$ cat config.mk
export PLATFORM = sky130hd
export DESIGN_NAME = aperture_delay_control
export DESIGN_NICKNAME = d
export VERILOG_FILES = /design/src/hw/aperture_delay_pkg.sv /design/src/hw/aperture_delay_control.sv
export SDC_FILE = /design/constraint.sdc
export NUM_CORES = 1
export LEC_CHECK = 0
export CAP_MARGIN = 20
export CORE_MARGIN = 2
export CORE_UTILIZATION = 25
export CTS_CLUSTER_SIZE = 8
export DETAILED_ROUTE_END_ITERATION = 10
export DONT_BUFFER_PORTS = 1
export PLACE_DENSITY_LB_ADDON = 0.15
export SLEW_MARGIN = 20
export SYNTH_ARGS = -nofsm -noshare
export SYNTH_HDL_FRONTEND = slang
export SYNTH_SLANG_ARGS = --single-unit
$ cat constraint.sdc
create_clock -name aclk -period 5.45 [get_ports aclk]
set_input_delay 1.09 -clock aclk [delete_from_list [all_inputs] [get_ports aclk]]
set_output_delay 1.09 -clock aclk [all_outputs]
set_load 0.05 [all_outputs]
$ cat src/hw/aperture_delay_pkg.sv
package aperture_delay_pkg;
    // ========================================
    // register indices (byte address = index * 4)
    localparam int ADDR_W = 14;
    localparam logic [11:0] IDX_CAL_ENABLE = 12'h2B0;
    localparam logic [11:0] IDX_CAL_CONFIG = 12'h2B1;
    localparam logic [11:0] IDX_CAL_STATUS = 12'h2B2;
    localparam logic [11:0] IDX_DELAY_ADJUST = 12'h2B5;
    localparam logic [11:0] IDX_RAMP_CONTROL = 12'h2B8;
    localparam logic [11:0] IDX_IRQ_STATUS = 12'h2C8;
    localparam logic [11:0] IDX_IRQ_MASK = 12'h2C9;

    // ========================================
    // fields and reset values
    localparam int CAL_DONE_BIT = 17;
    localparam int CLOCK_INVERT_BIT = 16;
    localparam int COARSE_LSB = 8;
    localparam int RAMP_EN_BIT = 0;
    localparam int RAMP_RATE_BIT = 1;
    localparam int CFG_AVG_LSB = 2;
    localparam int IRQ_CAL_DONE = 0;
    localparam int IRQ_RAMP_DONE = 1;
    localparam logic [7:0] CAL_CONFIG_RESET = 8'h05;
    localparam logic [23:0] DELAY_ADJUST_RESET = 24'h000000;
    localparam logic [7:0] RAMP_CONTROL_RESET = 8'h00;
    localparam logic [7:0] COARSE_STEP_SLOW = 8'h01;
    localparam logic [7:0] COARSE_STEP_FAST = 8'h04;
    localparam logic [7:0] RAMP_PRESCALE_LAST = 8'hFF;
    localparam int CAL_UNIT_CYCLES = 256 * 19 * 4;
    localparam logic [1:0] RESP_OKAY = 2'h0;
    localparam logic [1:0] RESP_SLVERR = 2'h2;

    // ========================================
    // types
    typedef enum logic [1:0] {
        CAL_IDLE = 2'b00,
        CAL_RUN = 2'b01,
        CAL_DONE = 2'b10
    } cal_state_t;

    typedef struct packed {
        logic aw_got;
        logic [11:0] aw_idx;
        logic w_got;
        logic [31:0] wdata;
        logic [3:0] wstrb;
        logic bvalid;
        logic [1:0] bresp;
        logic rvalid;
        logic [31:0] rdata;
        logic [1:0] rresp;
        logic [7:0] cal_enable;
        logic [7:0] cal_config;
        cal_state_t cal_state;
        logic [19:0] cal_cnt;
        logic [16:0] cal_result;
        logic [23:0] delay_adjust;
        logic [7:0] ramp_control;
        logic [7:0] coarse_out;
        logic ramp_fast;
        logic ramp_active;
        logic [7:0] prescale;
        logic [1:0] irq_status;
        logic [1:0] irq_mask;
        logic irq;
        logic [16:0] tad;
    } state_t;
endpackage

$ cat src/hw/aperture_delay_control.sv
// Local design decision: the AXI4-Lite register port.
`timescale 1ns/1ps
module aperture_delay_control
    import aperture_delay_pkg::*;
#(
    parameter int CAL_UNIT = CAL_UNIT_CYCLES
) (
    input wire logic aclk, // device clock
    input wire logic aresetn, // sync reset, active low
    input wire logic [ADDR_W-1:0] s_axi_awaddr, // write address
    input wire logic s_axi_awvalid, // write address valid
    output logic s_axi_awready, // write address ready
    input wire logic [31:0] s_axi_wdata, // write data
    input wire logic [3:0] s_axi_wstrb, // byte enables
    input wire logic s_axi_wvalid, // write data valid
    output logic s_axi_wready, // write data ready
    output logic [1:0] s_axi_bresp, // write response
    output logic s_axi_bvalid, // write response valid
    input wire logic s_axi_bready, // write response ready
    input wire logic [ADDR_W-1:0] s_axi_araddr, // read address
    input wire logic s_axi_arvalid, // read address valid
    output logic s_axi_arready, // read address ready
    output logic [31:0] s_axi_rdata, // read data
    output logic [1:0] s_axi_rresp, // read response
    output logic s_axi_rvalid, // read data valid
    input wire logic s_axi_rready, // read data ready
    input wire logic [16:0] cal_measured_delay, // delay found by the timing search
    output logic [16:0] tad_delay, // applied aperture delay code
    output logic clock_invert, // invert sampling_clock
    output logic irq // level interrupt
);

    state_t q, d;
    logic aw_hs, w_hs, ar_hs;
    logic [11:0] ar_idx;
    logic [19:0] cal_limit;
    logic [7:0] step, target, gap;
    logic [31:0] merged;

    // ========================================
    // bus handshakes
    assign s_axi_awready = !q.aw_got && !q.bvalid;
    assign s_axi_wready = !q.w_got && !q.bvalid;
    assign s_axi_arready = !q.rvalid;
    assign aw_hs = s_axi_awvalid && s_axi_awready;
    assign w_hs = s_axi_wvalid && s_axi_wready;
    assign ar_hs = s_axi_arvalid && s_axi_arready;
    assign ar_idx = s_axi_araddr[ADDR_W-1:2];
    assign s_axi_bvalid = q.bvalid;
    assign s_axi_bresp = q.bresp;
    assign s_axi_rvalid = q.rvalid;
    assign s_axi_rdata = q.rdata;
    assign s_axi_rresp = q.rresp;
    assign tad_delay = q.tad;
    assign irq = q.irq;

    function automatic logic [31:0] lane_merge(input logic [31:0] old, input logic [31:0] nw,
                                               input logic [3:0] strb);
        logic [31:0] r;
        r = old;
        for (int i = 0; i < 4; i++) begin
            if (strb[i]) begin
                r[i*8 +: 8] = nw[i*8 +: 8];
            end
        end
        return r;
    endfunction

    assign cal_limit = 20'(CAL_UNIT * (32'(q.cal_config[CFG_AVG_LSB +: 2])
                           + 32'(q.cal_config[1:0]) + 32'd2));
    assign step = q.ramp_fast ? COARSE_STEP_FAST : COARSE_STEP_SLOW;
    assign target = q.delay_adjust[COARSE_LSB +: 8];
    assign gap = (q.coarse_out > target) ? (q.coarse_out - target) : (target - q.coarse_out);

    // ========================================
    // next state
    always_comb begin
        d = q;
        merged = '0;

        // write channel
        if (aw_hs) begin
            d.aw_got = 1'b1;
            d.aw_idx = s_axi_awaddr[ADDR_W-1:2];
        end
        if (w_hs) begin
            d.w_got = 1'b1;
            d.wdata = s_axi_wdata;
            d.wstrb = s_axi_wstrb;
        end
        if (q.aw_got && q.w_got) begin
            d.aw_got = 1'b0;
            d.w_got = 1'b0;
            d.bvalid = 1'b1;
            d.bresp = RESP_OKAY;
            if (q.aw_idx == IDX_CAL_ENABLE) begin
                merged = lane_merge({24'h000000, q.cal_enable}, q.wdata, q.wstrb);
                d.cal_enable = merged[7:0];
            end else if (q.aw_idx == IDX_CAL_CONFIG) begin
                merged = lane_merge({24'h000000, q.cal_config}, q.wdata, q.wstrb);
                d.cal_config = merged[7:0];
            end else if (q.aw_idx == IDX_CAL_STATUS) begin
                d.bresp = RESP_OKAY;
            end else if (q.aw_idx == IDX_DELAY_ADJUST) begin
                merged = lane_merge({8'h00, q.delay_adjust}, q.wdata, q.wstrb);
                d.delay_adjust = merged[23:0];
                if (q.wstrb[1]) begin
                    d.ramp_active = q.ramp_control[RAMP_EN_BIT];
                    d.prescale = '0;
                    if (q.ramp_control[RAMP_EN_BIT]) begin
                        d.ramp_fast = q.ramp_control[RAMP_RATE_BIT];
                    end
                end
            end else if (q.aw_idx == IDX_RAMP_CONTROL) begin
                merged = lane_merge({24'h000000, q.ramp_control}, q.wdata, q.wstrb);
                d.ramp_control = merged[7:0];
            end else if (q.aw_idx == IDX_IRQ_STATUS) begin
                d.bresp = RESP_OKAY;
            end else if (q.aw_idx == IDX_IRQ_MASK) begin
                merged = lane_merge({24'h000000, 6'h00, q.irq_mask}, q.wdata, q.wstrb);
                d.irq_mask = merged[1:0];
            end else begin
                d.bresp = RESP_SLVERR;
            end
        end
        if (q.bvalid && s_axi_bready) begin
            d.bvalid = 1'b0;
        end

        // read channel
        if (q.rvalid && s_axi_rready) begin
            d.rvalid = 1'b0;
        end
        if (ar_hs) begin
            d.rvalid = 1'b1;
            d.rresp = RESP_OKAY;
            d.rdata = '0;
            if (ar_idx == IDX_CAL_ENABLE) begin
                d.rdata[7:0] = q.cal_enable;
            end else if (ar_idx == IDX_CAL_CONFIG) begin
                d.rdata[7:0] = q.cal_config;
            end else if (ar_idx == IDX_CAL_STATUS) begin
                d.rdata[CAL_DONE_BIT] = q.cal_enable[0] && (q.cal_state == CAL_DONE);
                d.rdata[16:0] = q.cal_result;
            end else if (ar_idx == IDX_DELAY_ADJUST) begin
                d.rdata[23:0] = q.delay_adjust;
            end else if (ar_idx == IDX_RAMP_CONTROL) begin
                d.rdata[7:0] = q.ramp_control;
            end else if (ar_idx == IDX_IRQ_STATUS) begin
                d.rdata[1:0] = q.irq_status;
                d.irq_status = '0;
            end else if (ar_idx == IDX_IRQ_MASK) begin
                d.rdata[1:0] = q.irq_mask;
            end else begin
                d.rresp = RESP_SLVERR;
            end
        end

        // calibration sequence
        // launch on rising enable
        case (q.cal_state)
            CAL_IDLE: begin
                if (d.cal_enable[0] && !q.cal_enable[0]) begin
                    d.cal_state = CAL_RUN;
                    d.cal_cnt = '0;
                end
            end
            CAL_RUN: begin
                d.cal_cnt = q.cal_cnt + 20'h00001;
                if (q.cal_cnt >= cal_limit - 20'h00001) begin
                    d.cal_state = CAL_DONE;
                    d.cal_result = cal_measured_delay;
                    d.irq_status[IRQ_CAL_DONE] = 1'b1;
                end
            end
            CAL_DONE: begin
                d.cal_state = CAL_DONE;
            end
            default: begin
                d.cal_state = CAL_IDLE;
            end
        endcase
        if (!q.cal_enable[0]) begin
            d.cal_state = (d.cal_enable[0]) ? CAL_RUN : CAL_IDLE;
            d.cal_cnt = '0;
        end

        // coarse output
        if (!q.ramp_active) begin
            d.coarse_out = target;
        end else begin
            d.prescale = q.prescale + 8'h01;
            if (q.coarse_out == target) begin
                d.ramp_active = 1'b0;
                d.irq_status[IRQ_RAMP_DONE] = 1'b1;
            end else if (q.prescale == RAMP_PRESCALE_LAST) begin
                if (gap <= step) begin
                    d.coarse_out = target;
                end else if (q.coarse_out < target) begin
                    d.coarse_out = q.coarse_out + step;
                end else begin
                    d.coarse_out = q.coarse_out - step;
                end
            end
        end

        // applied delay
        if (q.cal_enable[0]) begin
            d.tad = q.cal_result;
        end else begin
            d.tad = {q.delay_adjust[CLOCK_INVERT_BIT], q.coarse_out, q.delay_adjust[7:0]};
        end

        d.irq = |(q.irq_status & q.irq_mask);
    end

    assign clock_invert = q.tad[CLOCK_INVERT_BIT];

    // ========================================
    // state register
    always_ff @(posedge aclk) begin
        if (!aresetn) begin
            q <= '0;
            q.cal_config <= CAL_CONFIG_RESET;
            q.delay_adjust <= DELAY_ADJUST_RESET;
            q.ramp_control <= RAMP_CONTROL_RESET;
            q.cal_state <= CAL_IDLE;
        end else begin
            q <= d;
        end
    end

endmodule // aperture_delay_control

Word-level counts from Yosys, hierarchy flattened
Index checks and enable logic that the tools add are counted.
- output and inout bits: 60
- register bits: 198
- word-level logic and storage cells: 180
- add/subtract/negate cells: 9
- eq/ne operators: 26
- bitwise operators: 8
- muxes and demuxes: 66
- reduce and logical (&&, ||, !) cells: 38
- order comparisons: 4
- multipliers: 1
- operator list (cell ; count):
    equality test 12 x 10 -> 1 bit, second input constant ; 14
    2-to-1 mux 8 bit ; 12
    2-to-1 mux 9 bit ; 7
    2-to-1 mux 2 bit ; 25
    2-to-1 mux 16 bit ; 3
    2-to-1 mux 22 bit ; 2
    one-hot mux 20 bit (2 select lines) ; 1
    2-to-1 mux 35 bit ; 1
    AND reduction 6 bit ; 4
    adder 20 x 1 -> 20 bit, second input constant ; 1
    greater-or-equal comparator 20 bit ; 1
    subtractor 19 x 1 -> 20 bit, second input constant ; 1
    2-to-1 mux 18 bit ; 1
    2-to-1 mux 17 bit ; 1
    subtractor 8 bit ; 2
    AND reduction 7 bit ; 2
    2-to-1 mux 6 bit ; 2
    logical AND 1 bit ; 10
    2-to-1 mux 10 bit ; 1
    != test 2 bit, second input constant ; 5
    AND reduction 2 bit ; 5
    nonzero test 2 bit ; 5
    multiplier 5 x 4 -> 9 bit, first input constant ; 1
    AND reduction 9 bit ; 1
    24 further kinds ; 44

Logic depth before layout (Yosys ltp)
- word-level depth: 10
- depth in mapped cells: 25

Least setup slack after synthesis
Ideal clock, no wire load.
- path kind: reg2reg
- start: reg q[112] (netlist bit)
- end: reg q[77] (netlist bit)
- stages on the path, launching flop included: 24
- required time: 5.376 ns
- path slack: 0.521 ns
- path buffers: 2
- arrival: 4.854 ns
- library setup time: 0.074 ns
- path through: dfxtp_1 > inv_1 > ha_1 > inv_1 > ha_1 > ha_1 > ha_1 > ha_1 > ha_1 > xnor2_1 > nand2_1 > or2_2 > nand2b_1 > o211ai_1 > xor2_1 > ha_1 > a211o_1 > a2111o_1 > o211ai_1 > a21bo_1 > clkbuf_1 > clkbuf_1 > nand3_1 > o21ai_0
- word-level cells in the longest chain between the ends: 6
- ends and longest elaborated chain (what ; line ; text):
    start, declared ; aperture_delay_control.sv:33 ; state_t q, d;
    adder 2 x 2 -> 3 bit ; aperture_delay_control.sv:70 ; + 32'(q.cal_config[1:0]) + 32'd2));
    adder 3 x 2 -> 4 bit ; aperture_delay_control.sv:70 ;
    multiplier 5 x 4 -> 9 bit ; aperture_delay_control.sv:69 ; assign cal_limit = 20'(CAL_UNIT * (32'(q.cal_config[CFG_AVG_LSB +: 2])
    subtractor 19 x 1 -> 20 bit ; aperture_delay_control.sv:170 ; if (q.cal_cnt >= cal_limit - 20'h00001) begin
    greater-or-equal comparator 20 bit ; aperture_delay_control.sv:170 ;
    AND reduction 2 bit (no source line) ; - ;
No other way between the ends.
A chain may end at the register's enable or synchronous reset.

Worst setup path after layout
- start: reg q[111] (netlist bit)
- end: reg q[88] (netlist bit)
Same word-level chain as after synthesis.

==> run metrics <==
status finished with violations; failing checks design-rule violations; antenna violations before repair 0; Post-Place Cell Area 10600 µm²; I/O pin count 148; Skew-Pair Late Insertion Delay 0.48 ns; pre-CTS setup slack 0.311 ns; crit path launch type flop; H-tree lvl count 4; final hold vios 0; hpwl dp 21300 µm; overall global routing resource usage 0.140; setup violators final 0; CP Capture Type flop; Hold Path End q[186]$_SDFFE_PN0P_; PwrDens 258 nW/µm²; FF+latch area 3930 µm²; Setup TNS 0 ns; Setup Skew 0.0120 ns; Slew @ Worst Pin 1.06 ns; critical path class flop to flop; Hold Buf Count CTS 0; critical path's most frequent cell ha_1; # rows 74; Longest Clk Path Bufs 2; Detailed Routing Iterations Pass 1 8; post-route ant nets 0; Min-Delay Path Depth 2; Peak VDD IR 0.000221 V; worst r2r dst q[88]$_SDFFE_PN0P_; Slew headroom 0.289; Max Cap Viol 0; initial detailed-routing violation count 470; f_max 195 MHz; PortBufs 0; Reg2Reg Setup Slack 0.33 ns; CTS tree yes; hold_ws 0.463 ns; fraction of layout cells with a size suffix above 1 0.0511; global placer's final weighted congestion 0.795; Yosys warning count 0; die height 208 µm; core box area 41000 µm²; Die X 208 µm; crit path buf inv count 2; Synth Flop Type dfxtp_1; number of synthesized register bits 196; GR Overflow Total 0; cells along the critical path ha_1, fa_1, inv_1, ha_1, ha_1, ha_1, nor4_2, nand2_1, or2_2, o211ai_1, xor2_1, ha_1, a211o_1, a2111o_1, o211ai_1, a21bo_1, buf_12, nand3_1, o21ai_0; fillers 4429; CP required 5.85 ns; Vias/cell 4.74; Reg clk slew, reported paths 0.08 ns; crit share post-route 0.939; Worst EP arrival 5.51 ns; Inserted Clock Buffers 17; CP delay by family, top adder cells; Commonest cells post-synth nand2_1, dfxtp_1, a21boi_0; CP max FO 35; final-report max-slew violation count 0; Critical-path top delay cell fa_1; first-pass GRT wire length 46000 µm; Crit path largest cell delay 0.59 ns; Layout Nets 1286; r2r startpoint q[111]$_SDFFE_PN1P_; Syn Std Cell Area 10400 µm²; total power 2.87 mW; Async SR Flop Fraction 0; Synth cell types 74; RSZ-0062 raised after global routing false; ranking of synthesized cells by area dfxtp_1, nand2_1, ha_1; number of global-route vias before repair 7566; via count 7984; clk sinks 196; number of enable flip-flop cells after synthesis 0; Initial Utilization 0.255; sequential element share of the synthesized area 0.376; Clk Tree Root Cell clkbuf_16; Static Leak 3.84 nW; Worst setup startpoint q[111]$_SDFFE_PN1P_; area of the multi-input gates 5770 µm²; wire length per cell 17.7 µm; R2R depth 19; ant diodes 0; DRT Wirelength 29900 µm; maximum number of pins on one net before global-route repair 195; Hold Path Class flop to flop; DRC viols 1; Synth top area share 0.376; die footprint 43400 µm²; Post-Layout Inst Area 11100 µm²; fin crit period 5.12 ns; HP Start q[186]$_SDFFE_PN0P_; most frequent cell after synthesis nand2_1; setup ws final 0.333 ns; Area growth syn-to-layout 6.73%; Avg Cell Area, Syn 8.57 µm²; Post-Syn Instances 1218; post-synth top area cell dfxtp_1
==> layout make-up <==
cell class                      count  share of cell area
Multi-Input combinational cell    877               0.518
Clock inverter                      7             0.00662
Tap cell                          532              0.0597
Timing Repair Buffer                7             0.00584
Clock buffer                       25              0.0436
Sequential cell                   196               0.352
Inverter                           42              0.0141
==> report_power, final <==
part	leakage [nW]	switching, mW	internal (mW)
combinational	1.98	0.0770	0.0395
sequential	1.59	0.0326	1.46
clock	0.271	0.602	0.667
total	3.84	0.711	2.16
==> registers in the layout, summed over array words and instances, names as in the netlist <==
register / flops
q: 150
s_axi_rdata: 24
tad_delay: 17
irq: 1
s_axi_bresp: 1
s_axi_bvalid: 1
s_axi_rresp: 1
s_axi_rvalid: 1
==> how the worst max path moves through the flow <==
stage	end	slack, ns	cells past startpoint
final	q[88]$_SDFFE_PN0P_	0.33	19
after CTS	q[88]$_SDFFE_PN0P_	0.25	21
after global routing	q[88]$_SDFFE_PN0P_	0.009	19
after floorplan	q[77]$_SDFFE_PN0P_	0.52	23
after global placement	q[88]$_SDFFE_PN0P_	0.39	20
after detailed placement	q[77]$_SDFFE_PN0P_	0.31	21
==> layout by cell type, fill, tap and decap left out, types with 31 or more instances in the layout <==
master | netlist | layout
dfxtp_1 | 196 | 195
mux2i_1 | 57 | 57
a21oi_1 | 33 | 33
inv_1 | 41 | 41
nor2_1 | 49 | 49
nand3_1 | 31 | 31
nor2b_1 | 69 | 69
nand2_1 | 208 | 208
o21ai_0 | 44 | 44
a21boi_0 | 71 | 71
ha_1 | 53 | 53
==> through the flow <==
stage,instances,utilization
6_report,1686,0.272
5_1_grt,1686,0.272
4_1_cts,1686,0.271
3_5_place_dp,1654,0.258
3_3_place_gp,1654,0.258
2_1_floorplan,1227,-
==> tightest hold or removal path, cell delays in order, from the launching register on <==
cell	delay (ns)
dfxtp_1	0.31
nand2_1	0.05
a21boi_0	0.06
==> per-layer routing <==
| layer | share of wire | GRT usage |
|---|---|---|
| met1 | 0.50 | 0.192 |
| met4 | 0.018 | 0.0479 |
| met3 | 0.056 | 0.0415 |
| met2 | 0.43 | 0.208 |
| met5 | 0 | 0 |
==> logic make-up (layout without fill, tap and decap cells) <==
family	Yosys count	count (layout)	synth area share
AOI/OAI and AO/OA	262	262	0.175
other	1	10	0.000359
DFF	196	196	0.376
muxes	60	60	0.0579
adders and majority gates	57	57	0.0712
xor gates and xnor gates	31	31	0.0260
buffers and inverters	154	81	0.0766
and+or+nand+nor	457	457	0.217
==> timing repair <==
item	4_1_cts	5_1_grt
endpoints found under the setup margin	0	18
buffers inserted	0	0
resized for setup	0	4
(Power assumes the default switching activity.)
